<file path="config.mk">
export PLATFORM = sky130hd
export DESIGN_NAME = cfh_context_fault_handler
export DESIGN_NICKNAME = d
export VERILOG_FILES = /design/src/design/cfh_context_fault_handler.v
export VERILOG_INCLUDE_DIRS = /design/src /design/src/design
export SDC_FILE = /design/constraint.sdc
export NUM_CORES = 1
export LEC_CHECK = 0
export BUFFER_PORTS_ARGS = -buffer_cell sky130_fd_sc_hd__buf_4
export CAP_MARGIN = 5
export CORE_MARGIN = 2
export CORE_UTILIZATION = 35
export CTS_BUF_LIST = sky130_fd_sc_hd__clkbuf_16
export DETAILED_ROUTE_END_ITERATION = 7
export GPL_TIMING_DRIVEN = 0
export HOLD_SLACK_MARGIN = 0.05
export SLEW_MARGIN = 5
export SYNTH_ARGS = -nofsm -noshare
export SYNTH_HDL_FRONTEND = slang
export SYNTH_SLANG_ARGS = --single-unit
export TNS_END_PERCENT = 30
</file>
<file path="constraint.sdc">
create_clock -name clk_sys -period 2.5 [get_ports clk_sys]
set_input_delay 0.75 -clock clk_sys [delete_from_list [all_inputs] [get_ports clk_sys]]
set_output_delay 0.75 -clock clk_sys [all_outputs]
set_load 0.01 [all_outputs]
</file>
<file path="src/design/cfh_consts.vh">
`ifndef CFH_CONSTS_VH
`define CFH_CONSTS_VH
`define CFH_ADDR_GCTL 4'h0
`define CFH_ADDR_S1CTL 4'h1
`define CFH_ADDR_S2CTL 4'h2
`define CFH_ADDR_S1FSR 4'h3
`define CFH_ADDR_S2FSR 4'h4
`define CFH_ADDR_S1RES 4'h5
`define CFH_ADDR_S2RES 4'h6
`define CFH_ADDR_S1ATTR 4'h7
`define CFH_ADDR_S2ATTR 4'h8
`define CFH_ADDR_STAT 4'h9
`define CFH_ADDR_S1SYN 4'ha
`define CFH_ADDR_S2SYN 4'hb
`define CFH_GCTL_NSSTALLD 0
`define CFH_GCTL_SSTALLD 1
`define CFH_GCTL_NSCOVERS 2
`define CFH_GCTL_SECURE 3
`define CFH_CTL_FRS 0
`define CFH_CTL_HUF 1
`define CFH_CTL_FARE 2
`define CFH_FSR_FAULT 0
`define CFH_FSR_SS 1
`define CFH_FSR_MULTI 2
`define CFH_RES_TNR 0
`define CFH_HAS_STALL 1'b1
`define CFH_HAS_HUF 1'b1
`define CFH_RESET_CTL 3'h0
`define CFH_RESET_GCTL 4'h0
`endif

</file>
<file path="src/design/cfh_context_fault_handler.v">
// Operation
// - Terminated access: no downstream, read zero
// - Abort to client only if report enabled
// - Stall held until resume write decides or fault status clears
// - Resume clears stalled-status flag
// - Per-stage select chooses stall or terminate
// - No stall support: select reads zero
// - Hit-under-fault off: block bank while faulting
// - No hit-under-fault: act as zero, writable
// - Global stall disable forces select zero
// - Secure disable overrides; nonsecure only when not secure or covered
// - Resume-terminate: no data, no new record
// - Attribute write while stalled retries
// - Hit-under-fault terminate: later fault sets multi
// - Hit-under-fault stall: later fault waits unrecorded
// - No hit-under-fault terminate: silent terminations
// - No hit-under-fault stall: later ones stall
// - Faulting stage 2 blocks only traffic that also uses stage 2
// - Check banks, translate, then re-examine status
// - Order kept; one request at a time
// - Translation starts only after checks pass
// - Fault on nonzero status with stalled flag clear sets multi only
// - Fault on clear status records full details
//
// The register offsets and the Wishbone register port were chosen for this implementation.
`timescale 1ns/1ps
`default_nettype none
`include "cfh_consts.vh"
module cfh_context_fault_handler (
    input wire clk_sys,
    input wire reset,
    input wire wb_cyc_i,
    input wire wb_stb_i,
    input wire wb_we_i,
    input wire [5:0] wb_adr_i,
    input wire [3:0] wb_sel_i,
    input wire [31:0] wb_dat_i,
    output reg [31:0] wb_dat_o,
    output reg wb_ack_o,
    output wire wb_err_o,
    input wire reqValid,
    output wire reqReady,
    input wire reqWrite,
    input wire reqUseS1,
    input wire reqUseS2,
    input wire [31:0] reqAddr,
    input wire [31:0] reqWdata,
    output reg rspValid,
    output reg rspAbort,
    output reg [31:0] rspRdata,
    output reg xlatStart,
    output reg [31:0] xlatAddr,
    input wire xlatDone,
    input wire xlatFault,
    input wire xlatFaultS2,
    input wire [31:0] xlatSyndrome,
    output reg dsValid,
    output reg dsWrite,
    output reg [31:0] dsAddr,
    output reg [31:0] dsWdata,
    input wire dsDone,
    input wire [31:0] dsRdata
);
    localparam ST_IDLE = 3'h0;
    localparam ST_CHECK = 3'h1;
    localparam ST_XLAT = 3'h2;
    localparam ST_DS = 3'h3;
    localparam ST_STALL = 3'h4;
    localparam ST_RESP = 3'h5;

    reg [3:0] gctl;
    reg [2:0] ctl1;
    reg [2:0] ctl2;
    reg [2:0] fsr1;
    reg [2:0] fsr2;
    reg [31:0] far1;
    reg [31:0] far2;
    reg [31:0] syn1;
    reg [31:0] syn2;
    reg [2:0] state;
    reg rWrite;
    reg rS1;
    reg rS2;
    reg stallBank2;
    reg abortOut;
    reg [31:0] rAddr;
    reg [31:0] rWdata;
    reg resume1;
    reg resume2;
    // Shared terminate bit; only one bank waits at a time
    reg resumeTnr;

    // Nonsecure disable reaches secure banks only when covered
    wire stallDis = gctl[`CFH_GCTL_SSTALLD] |
        (gctl[`CFH_GCTL_NSSTALLD] &
        (~gctl[`CFH_GCTL_SECURE] | gctl[`CFH_GCTL_NSCOVERS]));
    // Effective select: zero when stall unbuilt or disabled
    wire stall1 = ctl1[`CFH_CTL_FRS] & `CFH_HAS_STALL & ~stallDis;
    wire stall2 = ctl2[`CFH_CTL_FRS] & `CFH_HAS_STALL & ~stallDis;
    // Effective hit-under-fault: forced off when unbuilt
    wire huf1 = ctl1[`CFH_CTL_HUF] & `CFH_HAS_HUF;
    wire huf2 = ctl2[`CFH_CTL_HUF] & `CFH_HAS_HUF;
    wire flt1 = |fsr1;
    wire flt2 = |fsr2;

    // Ack blocks a second take of the same request
    wire wbReq = wb_cyc_i & wb_stb_i & ~wb_ack_o;
    wire [3:0] idx = wb_adr_i[5:2];
    // Unmapped indices read zero and ignore writes
    wire mapped = idx <= `CFH_ADDR_S2SYN;
    // Only lane 0 gates writes; upper lanes hold no fields
    wire wbWr = wbReq & wb_we_i & mapped & wb_sel_i[0];
    wire [3:0] wIdx = idx;
    // No access ever errors; bad indices are simply ignored
    assign wb_err_o = 1'b0;
    // Single outstanding request: ready only when idle
    assign reqReady = (state == ST_IDLE);

    // Pre-translation check for one bank; 0 pass, 1 silent abort, 2 wait
    function [1:0] chk;
        input f, ss, st, hu;
        begin
            chk = 2'd0;
            if (f) begin
                if (!st && ss && !hu) begin
                    chk = 2'd2;
                end else if (!st && !hu) begin
                    chk = 2'd1;
                end else if (st && !hu) begin
                    chk = 2'd2;
                end
            end
        end
    endfunction

    // Stage 2 bank is checked only when the request uses stage 2
    wire [1:0] c1 = rS1 ? chk(flt1, fsr1[`CFH_FSR_SS], stall1, huf1) : 2'd0;
    wire [1:0] c2 = rS2 ? chk(flt2, fsr2[`CFH_FSR_SS], stall2, huf2) :
        2'd0;

    always @(posedge clk_sys) begin
        if (reset) begin
            wb_ack_o <= 1'b0;
            wb_dat_o <= 32'h0;
            gctl <= `CFH_RESET_GCTL;
            ctl1 <= `CFH_RESET_CTL;
            ctl2 <= `CFH_RESET_CTL;
            resume1 <= 1'b0;
            resume2 <= 1'b0;
            resumeTnr <= 1'b0;
        end else begin
            wb_ack_o <= wbReq;
            resume1 <= 1'b0;
            resume2 <= 1'b0;
            if (wbReq && !wb_we_i) begin
                case (idx)
                    `CFH_ADDR_GCTL: wb_dat_o <= {28'h0, gctl};
                    `CFH_ADDR_S1CTL: wb_dat_o <= {29'h0, ctl1[2],
                        huf1 | ctl1[1], stall1};
                    `CFH_ADDR_S2CTL: wb_dat_o <= {29'h0, ctl2[2],
                        huf2 | ctl2[1], stall2};
                    `CFH_ADDR_S1FSR: wb_dat_o <= {29'h0, fsr1};
                    `CFH_ADDR_S2FSR: wb_dat_o <= {29'h0, fsr2};
                    `CFH_ADDR_S1ATTR: wb_dat_o <= far1;
                    `CFH_ADDR_S2ATTR: wb_dat_o <= far2;
                    `CFH_ADDR_STAT: wb_dat_o <= {29'h0, state};
                    `CFH_ADDR_S1SYN: wb_dat_o <= syn1;
                    `CFH_ADDR_S2SYN: wb_dat_o <= syn2;
                    default: wb_dat_o <= 32'h0;
                endcase
            end
            if (wbWr) begin
                case (wIdx)
                    `CFH_ADDR_GCTL: gctl <= wb_dat_i[3:0];
                    // Select stays writable only while stall is possible
                    `CFH_ADDR_S1CTL: begin
                        ctl1[2:1] <= wb_dat_i[2:1];
                        if (`CFH_HAS_STALL && !stallDis) begin
                            ctl1[0] <= wb_dat_i[0];
                        end
                    end
                    `CFH_ADDR_S2CTL: begin
                        ctl2[2:1] <= wb_dat_i[2:1];
                        if (`CFH_HAS_STALL && !stallDis) begin
                            ctl2[0] <= wb_dat_i[0];
                        end
                    end
                    `CFH_ADDR_S1RES: begin
                        resume1 <= 1'b1;
                        resumeTnr <= wb_dat_i[`CFH_RES_TNR];
                    end
                    `CFH_ADDR_S2RES: begin
                        resume2 <= 1'b1;
                        resumeTnr <= wb_dat_i[`CFH_RES_TNR];
                    end
                    // Attribute write acts as a retry resume
                    `CFH_ADDR_S1ATTR: begin
                        resume1 <= fsr1[`CFH_FSR_SS];
                        resumeTnr <= 1'b0;
                    end
                    `CFH_ADDR_S2ATTR: begin
                        resume2 <= fsr2[`CFH_FSR_SS];
                        resumeTnr <= 1'b0;
                    end
                    default: ;
                endcase
            end
        end
    end

    // Fault status: hardware sets win over software clears
    wire clr1 = wbWr && wIdx == `CFH_ADDR_S1FSR;
    wire clr2 = wbWr && wIdx == `CFH_ADDR_S2FSR;
    wire newFault = state == ST_XLAT && xlatDone && xlatFault;
    wire fb2 = xlatFaultS2 & rS2;
    wire fbFlt = fb2 ? flt2 : flt1;
    wire fbSs = fb2 ? fsr2[`CFH_FSR_SS] : fsr1[`CFH_FSR_SS];
    wire fbStall = fb2 ? stall2 : stall1;
    wire fbHuf = fb2 ? huf2 : huf1;
    wire fbAbt = fb2 ? ctl2[`CFH_CTL_FARE] : ctl1[`CFH_CTL_FARE];
    wire rec = newFault && !fbFlt;
    wire multi = newFault && fbFlt && !fbSs && fbHuf;
    wire [2:0] recVal = {1'b0, fbStall, 1'b1};

    always @(posedge clk_sys) begin
        if (reset) begin
            fsr1 <= 3'h0;
            fsr2 <= 3'h0;
            far1 <= 32'h0;
            far2 <= 32'h0;
            syn1 <= 32'h0;
            syn2 <= 32'h0;
        end else begin
            if (clr1) begin
                fsr1 <= fsr1 & ~wb_dat_i[2:0];
            end
            if (clr2) begin
                fsr2 <= fsr2 & ~wb_dat_i[2:0];
            end
            if (resume1) begin
                fsr1[`CFH_FSR_SS] <= 1'b0;
            end
            if (resume2) begin
                fsr2[`CFH_FSR_SS] <= 1'b0;
            end
            // Hardware record overrides a same-cycle clear
            if (rec && !fb2) begin
                fsr1 <= recVal;
                far1 <= rAddr;
                syn1 <= xlatSyndrome;
            end
            if (rec && fb2) begin
                fsr2 <= recVal;
                far2 <= rAddr;
                syn2 <= xlatSyndrome;
            end
            if (multi && !fb2) begin
                fsr1[`CFH_FSR_MULTI] <= 1'b1;
            end
            if (multi && fb2) begin
                fsr2[`CFH_FSR_MULTI] <= 1'b1;
            end
        end
    end

    // One request in flight keeps client order intact
    always @(posedge clk_sys) begin
        if (reset) begin
            state <= ST_IDLE;
            rWrite <= 1'b0;
            rS1 <= 1'b0;
            rS2 <= 1'b0;
            rAddr <= 32'h0;
            rWdata <= 32'h0;
            stallBank2 <= 1'b0;
            abortOut <= 1'b0;
            rspValid <= 1'b0;
            rspAbort <= 1'b0;
            rspRdata <= 32'h0;
            xlatStart <= 1'b0;
            xlatAddr <= 32'h0;
            dsValid <= 1'b0;
            dsWrite <= 1'b0;
            dsAddr <= 32'h0;
            dsWdata <= 32'h0;
        end else begin
            rspValid <= 1'b0;
            xlatStart <= 1'b0;
            case (state)
                ST_IDLE: begin
                    if (reqValid) begin
                        rWrite <= reqWrite;
                        rS1 <= reqUseS1;
                        rS2 <= reqUseS2;
                        rAddr <= reqAddr;
                        rWdata <= reqWdata;
                        state <= ST_CHECK;
                    end
                end
                ST_CHECK: begin
                    if (c1 == 2'd2 || c2 == 2'd2) begin
                        stallBank2 <= (c2 == 2'd2);
                        state <= ST_STALL;
                    end else if (c1 == 2'd1 || c2 == 2'd1) begin
                        abortOut <= (c1 == 2'd1) ? ctl1[`CFH_CTL_FARE] :
                            ctl2[`CFH_CTL_FARE];
                        rspRdata <= 32'h0;
                        state <= ST_RESP;
                    end else begin
                        // Translation waits for the check
                        xlatStart <= 1'b1;
                        xlatAddr <= rAddr;
                        state <= ST_XLAT;
                    end
                end
                ST_XLAT: begin
                    if (xlatDone && !xlatFault) begin
                        dsValid <= 1'b1;
                        dsWrite <= rWrite;
                        dsAddr <= rAddr;
                        dsWdata <= rWdata;
                        state <= ST_DS;
                    end else if (xlatDone) begin
                        // Unrecorded stall waits on the original fault
                        if ((fbFlt && fbSs) || (!fbFlt && fbStall)) begin
                            stallBank2 <= fb2;
                            state <= ST_STALL;
                        end else begin
                            abortOut <= fbAbt;
                            rspRdata <= 32'h0;
                            state <= ST_RESP;
                        end
                    end
                end
                ST_DS: begin
                    // Downstream request held until its done pulse
                    if (dsDone) begin
                        dsValid <= 1'b0;
                        rspRdata <= rWrite ? 32'h0 : dsRdata;
                        abortOut <= 1'b0;
                        state <= ST_RESP;
                    end
                end
                ST_STALL: begin
                    // Nothing issued while held
                    if ((stallBank2 ? resume2 : resume1) && resumeTnr) begin
                        abortOut <= stallBank2 ? ctl2[`CFH_CTL_FARE] :
                            ctl1[`CFH_CTL_FARE];
                        rspRdata <= 32'h0;
                        state <= ST_RESP;
                    // Retry rechecks the request's banks from scratch
                    end else if (stallBank2 ? (resume2 || !flt2) :
                        (resume1 || !flt1)) begin
                        state <= ST_CHECK;
                    end
                end
                ST_RESP: begin
                    rspValid <= 1'b1;
                    rspAbort <= abortOut;
                    state <= ST_IDLE;
                end
                default: state <= ST_IDLE;
            endcase
        end
    end
endmodule // cfh_context_fault_handler
`default_nettype wire

</file>
# Word level (Yosys, flattened, before mapping)
# Cells that the tools add are included.
# word_totals
output_inout_bits	168
wordCells	231
latchBits	0
memories	0
ramBits	0
regBits	385
mem_bits_ro	0
in_bits	183
# op_classes
n_mul	0
add_sub_neg	0
n_eq_ne	33
bitwise	21
order_cmp	1
n_mux	67
reduce_logical	72
shift	0
div	0
# op_table
cell	count
case mux 32 bit (10 select lines)	1
2-to-1 mux 32 bit	8
case mux 32 bit (4 select lines)	1
2-to-1 mux 3 bit	12
2-to-1 mux 1 bit	28
logical AND 1 bit	25
2-to-1 mux 2 bit	10
inequality test 2 bit, second input constant	9
== test 4 x 3 -> 1 bit, second input constant	4
== test 4 bit, second input constant	4
case mux 3 bit (5 select lines)	1
AND reduction 2 bit	6
AND reduction 3 bit	4
nonzero test 3 bit	4
logical NOT 1 bit	11
case mux 1 bit (2 select lines)	5
nonzero test 2 bit	5
AND 1 bit	9
OR reduction 3 bit	3
== test 4 x 2 -> 1 bit, second input constant	2
AND reduction 8 bit	1
inverter 1 bit	7
AND 3 bit	2
== test 3 x 2 -> 1 bit, second input constant	2
other kinds (19)	30

# Depth between registers and ports, before layout
# Gate-level depths: netlist of run 1.
# logic_depth
word_depth	17
mapped_depth	9
depth_no_buf	6

# Worst setup path after synthesis of run 1
# Ideal clock, no wire load.
# synth_timing
path_type	input -> register
startpoint	in xlatFaultS2
endpoint	reg rspRdata[10]
path_buffers	2
required_time_ns	2.428
stages	8
t_arrival_ns	2.195
slack_ns	0.233
setup_ns	0.072
cell_sequence	and2_1 -> buf_2 -> nor2_1 -> a221o_1 -> a21oi_2 -> nor3_4 -> buf_6 -> mux2i_1
# synth_between
elab_chain_cells	7
word_cells_on_any_way	10
classes_between	eq/ne (1); mux (3); bitwise (1); reduce/logical (5)
# synth_lines
element	line	text
start, declared	cfh_context_fault_handler.v:55	input wire xlatFaultS2,
AND 1 bit (*)	cfh_context_fault_handler.v:215	wire fb2 = xlatFaultS2 & rS2;
2-to-1 mux 1 bit	cfh_context_fault_handler.v:216	wire fbFlt = fb2 ? flt2 : flt1;
logical NOT 1 bit	cfh_context_fault_handler.v:325	if ((fbFlt && fbSs) || (!fbFlt && fbStall)) begin
logical AND 1 bit	cfh_context_fault_handler.v:325	
logical OR 1 bit (*)	cfh_context_fault_handler.v:325	
inequality test 2 bit (no line) (*)	-	
AND reduction 8 bit (no line) (*)	-	
end signal, assigned	cfh_context_fault_handler.v:339	rspRdata <= rWrite ? 32'h0 : dsRdata;
end, declared	cfh_context_fault_handler.v:50	output reg [31:0] rspRdata,
# Every way passes the cells marked *; elsewhere a longest branch is shown, timed or not.
# A chain may end at the register's enable or synchronous reset.

# Final worst setup path of run 1
# layout_timing
startpoint	reg wb_ack_o
endpoint	reg wb_dat_o[12]
# layout_between
elab_chain_cells	3
# layout_lines
element	line	text
start, declared	cfh_context_fault_handler.v:39	output reg wb_ack_o,
start signal, assigned	cfh_context_fault_handler.v:152	wb_ack_o <= wbReq;
inverter 1 bit	cfh_context_fault_handler.v:107	wire wbReq = wb_cyc_i & wb_stb_i & ~wb_ack_o;
AND 1 bit	cfh_context_fault_handler.v:107	
logical AND 1 bit	cfh_context_fault_handler.v:155	if (wbReq && !wb_we_i) begin
end signal, assigned	cfh_context_fault_handler.v:157	`CFH_ADDR_GCTL: wb_dat_o <= {28'h0, gctl};
end signal, assigned	cfh_context_fault_handler.v:158	`CFH_ADDR_S1CTL: wb_dat_o <= {29'h0, ctl1[2],
end signal, assigned	cfh_context_fault_handler.v:160	`CFH_ADDR_S2CTL: wb_dat_o <= {29'h0, ctl2[2],
end, declared	cfh_context_fault_handler.v:38	output reg [31:0] wb_dat_o,
# Every way passes these cells.

==> results of run 1 <==
placed cells by master, fill, tap and decap left out, drive strengths merged, types with 14 or more instances in the layout:
master and instances:
a21oi 371, nor2 69, dfxtp 385, inv 17, clkbuf 148, mux2i 48, nor3 14, clkinv 22
a22oi 65, nand2 668, buf 351
kinds of logic after synthesis:
logic type	synth area share
AO/OA/AOI/OAI	0.181
other	0.000253
buffers and inverters	0.0442
AND/OR/NAND/NOR	0.219
multiplexers	0.0355
flip-flops	0.520
per-layer routing:
metal  global-route usage  routed length [um]  part of all wire  up-vias
li1                     -                   -                 -     6986
met2                0.379               24500              0.46      555
met4               0.0890                1710             0.032        4
met5                    0                  27           0.00051        -
met1                0.320               23100              0.43     6859
met3               0.0410                3920             0.074      103
worst reg2reg max path: stages, from the launching register on:
cell and delay (ns):
dfxtp_1 0.30, nand3b_1 0.18, or2_2 0.29, clkbuf_1 0.30, nand2b_2 0.46, clkbuf_2 0.29
a21oi_1 0.32, a21oi_1 0.07, nor2_1 0.09
how the worst min path moves through the flow:
stage	startpoint	endpoint	slack, ns	cells after the start
2_1_floorplan	rWdata[0]$_SDFFE_PP0P_	dsWdata[0]$_SDFFE_PP0P_	0.43	2
3_3_place_gp	rWdata[8]$_SDFFE_PP0P_	dsWdata[8]$_SDFFE_PP0P_	0.44	2
3_5_place_dp	rWdata[4]$_SDFFE_PP0P_	dsWdata[4]$_SDFFE_PP0P_	0.44	2
4_1_cts	reqWdata[15]	rWdata[15]$_SDFFE_PP0P_	0.40	3
5_1_grt	reqAddr[31]	rAddr[31]$_SDFFE_PP0P_	0.42	3
6_report	reqAddr[26]	rAddr[26]$_SDFFE_PP0P_	0.42	3
per-stage QoR:
step                setup TNS, ns  cell area [um2]  total power [mW]
detailed placement         -49.36            17800              8.71
global route              -0.0144            19200              15.0
global placement           -46.57            17800              8.68
CTS                             0            19100              14.5
floorplan                       0            14800              7.82
finish                          0            19200              14.4
timing repair:
action / in CTS / in global routing
endpoints found under the setup margin: 70 / 223
endpoints found under the hold margin: 0 / 0
gates resized for setup: 4 / 18
pin swaps: 0 / 1
final cells by class:
class / instances / area (um2)
repair buffers: 314 / 2360
clock inverters: 35 / 204
fillers: 4185 / 22700
diodes: 4 / 10.0
well taps: 539 / 674
inverters: 8 / 30.0
flip-flops and latches: 385 / 7710
clock buffers: 43 / 1080
multi-input cells: 1341 / 6480
plain buffers: 142 / 629
power groups by stage:
stage | sequential [mW] | clock [mW] | combinational [mW]
finish | 6.67 | 5.83 | 1.94
global route | 6.69 | 6.20 | 2.13
CTS | 6.66 | 5.93 | 1.93
detailed placement | 6.79 | 0 | 1.92
global placement | 6.79 | 0 | 1.90
floorplan | 6.70 | 0 | 1.12
==> qor.yml, run 1 <==
outcome:
  outcome: "complete, no violations"
power:
  power_per_cell_area_nw_per_um2: 753
  switchingPower_mw: 4.10
  p_int_mw: 10.3
  p_comb_frac: 0.134
  pwr-share-clk: 0.404
  seq_power_share: 0.462
  switching_share: 0.284
  peakVddDrop_v: 0.000451
  cellLeakagePower_nw: 7.05
logic_synthesis:
  syn-num-nets: 2061
  yosysTopAreaCell: "dfxtp_1"
  synthTopCellsByCount: "667 x nand2_1, 385 x dfxtp_1, 370 x a21oi_1, 106 x clkbuf_1, 68 x nor2_1"
  async_flop_share: 0
  synthCells: 1878
  ys_warn_count: 0
  synth_top_area_share: 0.520
  synth_edf_count: 0
  ys.flop_type: "dfxtp_1"
  synthDistinctLibCells: 61
  synth_most_common_cell: "nand2_1"
  syn-cell-area_um2: 14800
  ys_seq_area_frac: 0.520
  yosys_register_bits: 385
  synth.top_cells.by_area: "dfxtp_1 52%, nand2_1 17%, a21oi_1 13%"
  synth_area_per_cell_um2: 7.89
setup_path:
  crit_path_top_delay_cell: "nand2b_2"
  startpoint_type: "flip-flop"
  cpMostUsedCell: "a21oi_1"
  max_stage_delay_ns: 0.45
  critPathLaunch: "wb_ack_o$_SDFF_PP0_"
  r2r_setup_slack_ns: 0.14
  endpoint: "wb_dat_o[12]$_SDFFE_PP0P_"
  path_depth: 8
  critPathMaxFanout: 10
  end_kind: "flip-flop"
  critPathArrivalTime_ns: 2.87
  reg2reg_depth: 8
  cp_cell_sequence: "nand3b_1 -> or2_2 -> clkbuf_1 -> nand2b_2 -> clkbuf_2 -> a21oi_1 -> a21oi_1 -> nor2_1"
  crit_buf_inv: 2
  worstPathRequired_ns: 3.00
  setup.worst_path.class: "flip-flop to flip-flop"
  worstReg2RegStart: "wb_ack_o$_SDFF_PP0_"
  rr_endpoint: "wb_dat_o[12]$_SDFFE_PP0P_"
  path_delay_family: "simple AND/OR/NAND/NOR gates"
floorplanning:
  die_w_um: 210
  num_rows: 75
  ioPinCount: 351
  dieArea_um2: 44000
  core_um2: 41900
  die_y_um: 210
  initial_core_util: 0.354
global_routing:
  grt_pass1_wl_um: 80900
  grtUsageTotal: 0.237
  grt_start_max_net_pins: 14
  antenna_found_initial: 7
  grt_overflow_total: 0
  grt_pass1_vias: 13845
timing:
  post-route-min-period_ns: 2.36
  tightest_slew_ns: 0.887
  hold_slack_ns: 0.418
  drv_slew: 0
  hold_viol: 0
  clock_skew_ns: 0.0233
  slew_headroom: 0.409
  post-route-period-util: 0.946
  rsz0062_at_grt: "true"
  setup_violations: 0
  setup_ws_ns: 0.135
  fmax_mhz: 423
layout:
  fin_util: 0.458
  layout-drive-gt1-share: 0.189
  layout.cells.non_filler: 2811
  areaGrowthSynthToFinish_pct: 29.4
  final_nets: 2418
clocking:
  root_buffer: "clkbuf_16"
  clock_sinks: 385
  cts_made_buffers: 43
  cts_buffer_depth: 3
  cts-hold-fix-buffers: 0
  post_cts_buffers: 0
  htree_levels: 2
  path_clk_slew_ns: 0.06
  clock_latency_ns: 0.58
  cts_tree: "done"
route:
  vias: 14507
  routedWlPerCell_um: 18.9
  drc: 0
  first_pass_iters: 5
  drt_wl_total_um: 53200
  first_iter_violations: 1170
  detail-route-antenna-nets: 0
  via_per_inst: 5.16
flow_run:
  cap_violations: 0
placement:
  gp_congestion: 0.883
  dp.cells: 2731
  place_hpwl_um: 39600
  port_buffers: 314
  dp_slack_ns: -0.717
worst_hold_path:
  hold_path_class: "input port to flip-flop"
No activity file was read; power rests on OpenSTA's default activity.
==> inputs of run 2 (changes only) <==
--- a/config.mk
+++ b/config.mk
@@ -8,11 +8,12 @@
 export LEC_CHECK = 0
 export BUFFER_PORTS_ARGS = -buffer_cell sky130_fd_sc_hd__buf_4
 export CAP_MARGIN = 5
-export CORE_MARGIN = 2
+export CORE_ASPECT_RATIO = 0.75
+export CORE_MARGIN = 8
 export CORE_UTILIZATION = 35
 export CTS_BUF_LIST = sky130_fd_sc_hd__clkbuf_16
 export DETAILED_ROUTE_END_ITERATION = 7
-export GPL_TIMING_DRIVEN = 0
+export GPL_TIMING_DRIVEN = 1
 export HOLD_SLACK_MARGIN = 0.05
 export SLEW_MARGIN = 5
 export SYNTH_ARGS = -nofsm -noshare
==> run 2 against run 1 <==
Worst setup slack worse by 0.013 ns; clock skew down 0.0062 ns; via count down 5.7%; utilization down 0.27 points; clock power down 4.5%; first-iteration DRC count down 21%; register-to-register slack better by 0.23 ns; sequential power down 0.6%; routed wire length down 8.9%; maximum frequency down 0.55%; critical path type is now flip-flop to output port.
==> qor.yml, run 2 (synthesized netlist as in run 1, its figures left out) <==
outcome:
  outcome: "complete, no violations"  # unchanged
worst_hold_path:
  min_path_cells: 2  # was 3
  holdPathEnd: "dsWdata[28]$_SDFFE_PP0P_"  # was rAddr[26]$_SDFFE_PP0P_
  min_from: "rWdata[28]$_SDFFE_PP0P_"  # was reqAddr[26]
  hold_path_class: "flip-flop to flip-flop"  # was input port to flip-flop
clocking:
  clock_latency_ns: 0.54  # was 0.58 ns
  post_cts_buffers: 0  # unchanged
  cts_made_buffers: 40  # was 43
  path_clk_slew_ns: 0.06  # about the same
  cts_tree: "done"  # unchanged
  htree_levels: 2  # unchanged
  cts_buffer_depth: 3  # unchanged
  root_buffer: "clkbuf_16"  # unchanged
  cts-hold-fix-buffers: 0  # unchanged
  cts_resized: 0  # was 4
  clock_sinks: 385  # unchanged
setup_path:
  worstPathRequired_ns: 1.75  # was 3.00 ns
  end_kind: "output port"  # was flip-flop
  crit_path_top_delay_cell: "dfxtp_1"  # was nand2b_2
  r2r_setup_slack_ns: 0.37  # was 0.14 ns
  startpoint_type: "flip-flop"  # unchanged
  reg2reg_depth: 6  # was 8
  critPathMaxFanout: 8  # was 10
  worstReg2RegStart: "state[2]$_SDFFE_PP0P_"  # was wb_ack_o$_SDFF_PP0_
  max_stage_delay_ns: 0.37  # was 0.45 ns
  setup.worst_path.class: "flip-flop to output port"  # was flip-flop to flip-flop
  rr_endpoint: "far2[12]$_SDFFE_PP0P_"  # was wb_dat_o[12]$_SDFFE_PP0P_
  cpMostUsedCell: "buf_4"  # was a21oi_1
  cp_cell_sequence: "buf_4 -> nor3_1 -> buf_4"  # was nand3b_1 -> or2_2 -> clkbuf_1 -> nand2b_2 -> clkbuf_2 -> a21oi_1 -> a21oi_1 -> nor2_1
  critPathArrivalTime_ns: 1.63  # was 2.87 ns
global_routing:
  grt_start_max_net_pins: 110  # was 14
  grtUsageTotal: 0.188  # was 0.237
  grt_overflow_total: 0  # unchanged
  grt_pass1_vias: 13133  # was 13845
  grt_pass1_wl_um: 75100  # was 80900 um
  antenna_found_initial: 0  # was 7
power:
  power_per_cell_area_nw_per_um2: 738  # was 753 nW/um2
  peakVddDrop_v: 0.000554  # was 0.000451 V
  p_int_mw: 10.3  # about the same
  seq_power_share: 0.471  # was 0.462
  switching_share: 0.271  # was 0.284
  pwr-share-clk: 0.396  # was 0.404
  p_comb_frac: 0.133  # was 0.134
  cellLeakagePower_nw: 7.01  # was 7.05 nW
  switchingPower_mw: 3.82  # was 4.10 mW
placement:
  port_buffers: 316  # was 314
  place_hpwl_um: 33100  # was 39600 um
  gp_congestion: 0.867  # was 0.883
  placed_cell_area_um2: 17900  # was 17800 um2
  dp.cells: 2664  # was 2731
layout:
  areaGrowthSynthToFinish_pct: 28.7  # was 29.4%
  antennaDiodeCount: 0  # was 4
  layout.cells.non_filler: 2733  # was 2811
  final_nets: 2320  # was 2418
  layout_commonest_cell: "nand2_1"  # unchanged
  layout-drive-gt1-share: 0.203  # was 0.189
  final_area_um2: 19100  # was 19200 um2
  layout_common_cells: "665 x nand2_1, 385 x dfxtp_1, 370 x a21oi_1"  # was 667 x nand2_1, 385 x dfxtp_1, 370 x a21oi_1
flow_run:
  cap_violations: 0  # unchanged
route:
  first_iter_violations: 924  # was 1170
  routedWlPerCell_um: 17.7  # was 18.9 um
  vias: 13681  # was 14507
  via_per_inst: 5.01  # was 5.16
  drc: 0  # unchanged
  detail-route-antenna-nets: 0  # unchanged
  drt_wl_total_um: 48500  # was 53200 um
  first_pass_iters: 5  # unchanged
floorplanning:
  core_um2: 41900  # about the same
  die_w_um: 254  # was 210 um
  initial_core_util: 0.354  # about the same
  die_y_um: 194  # was 210 um
  num_rows: 65  # was 75
  ioPinCount: 351  # unchanged
  dieArea_um2: 49200  # was 44000 um2
timing:
  rsz0062_at_grt: "false"  # was true
  slew_headroom: 0.567  # was 0.409
  setup_violations: 0  # unchanged
  tightest_slew_ns: 0.648  # was 0.887 ns
  drv_slew: 0  # unchanged
  hold_viol: 0  # unchanged
  post-route-period-util: 0.951  # was 0.946
  clock_skew_ns: 0.0170  # was 0.0233 ns
  hold_slack_ns: 0.449  # was 0.418 ns
  fmax_mhz: 421  # was 423 MHz
  post-route-min-period_ns: 2.38  # was 2.36 ns
  setup-tns-final_ns: 0  # unchanged
[run 2: worst max path at each step]
stage	from	end
3_5_place_dp	xlatFaultS2	rspRdata[10]$_SDFFE_PP0P_
4_1_cts	state[2]$_SDFFE_PP0P_	reqReady
5_1_grt	state[2]$_SDFFE_PP0P_	reqReady
2_1_floorplan	xlatFaultS2	rspRdata[10]$_SDFFE_PP0P_
3_3_place_gp	xlatFaultS2	rspRdata[6]$_SDFFE_PP0P_
6_report	state[2]$_SDFFE_PP0P_	reqReady
[run 2: stage by stage]
stage,util,power [mW],worst slack (ns)
floorplan,-,7.82,0.233
global placement,0.426,8.63,0.150
detailed placement,0.426,8.66,0.0758
CTS,0.455,14.3,0.0907
global route,0.455,14.7,0.0462
finish,0.455,14.1,0.122
[run 2: routing by layer]
metal / track usage / up-vias / share of wire
met3: 0.0356 / 52 / 0.063
met4: 0.0387 / 0 / 0.017
met2: 0.316 / 371 / 0.48
met5: 0 / - / 0
met1: 0.248 / 6486 / 0.44
li1: - / 6772 / -
[run 2: critical path, delay by kind of cell, from the launching register on]
family                 cells  cell delay (ns)
and+or+nand+nor            1             0.33
buffers and inverters      2             0.40
DFF                        1             0.37
[run 2: cell type report]
cell class	instances	area, um2
Inverter	8	30.0
Clock inverter	28	176
Tap cell	569	712
Timing Repair Buffer	361	2920
Multi-Input combinational cell	1341	6500
Fill cell	4121	22800
Clock buffer	41	1030
Sequential cell	385	7710
[run 2: power groups by stage]
stage	clock [mW]	combinational [mW]	sequential, mW
2_1_floorplan	0	1.12	6.70
3_3_place_gp	0	1.86	6.77
3_5_place_dp	0	1.88	6.78
4_1_cts	5.75	1.89	6.64
5_1_grt	6.01	2.04	6.67
6_report	5.57	1.87	6.63
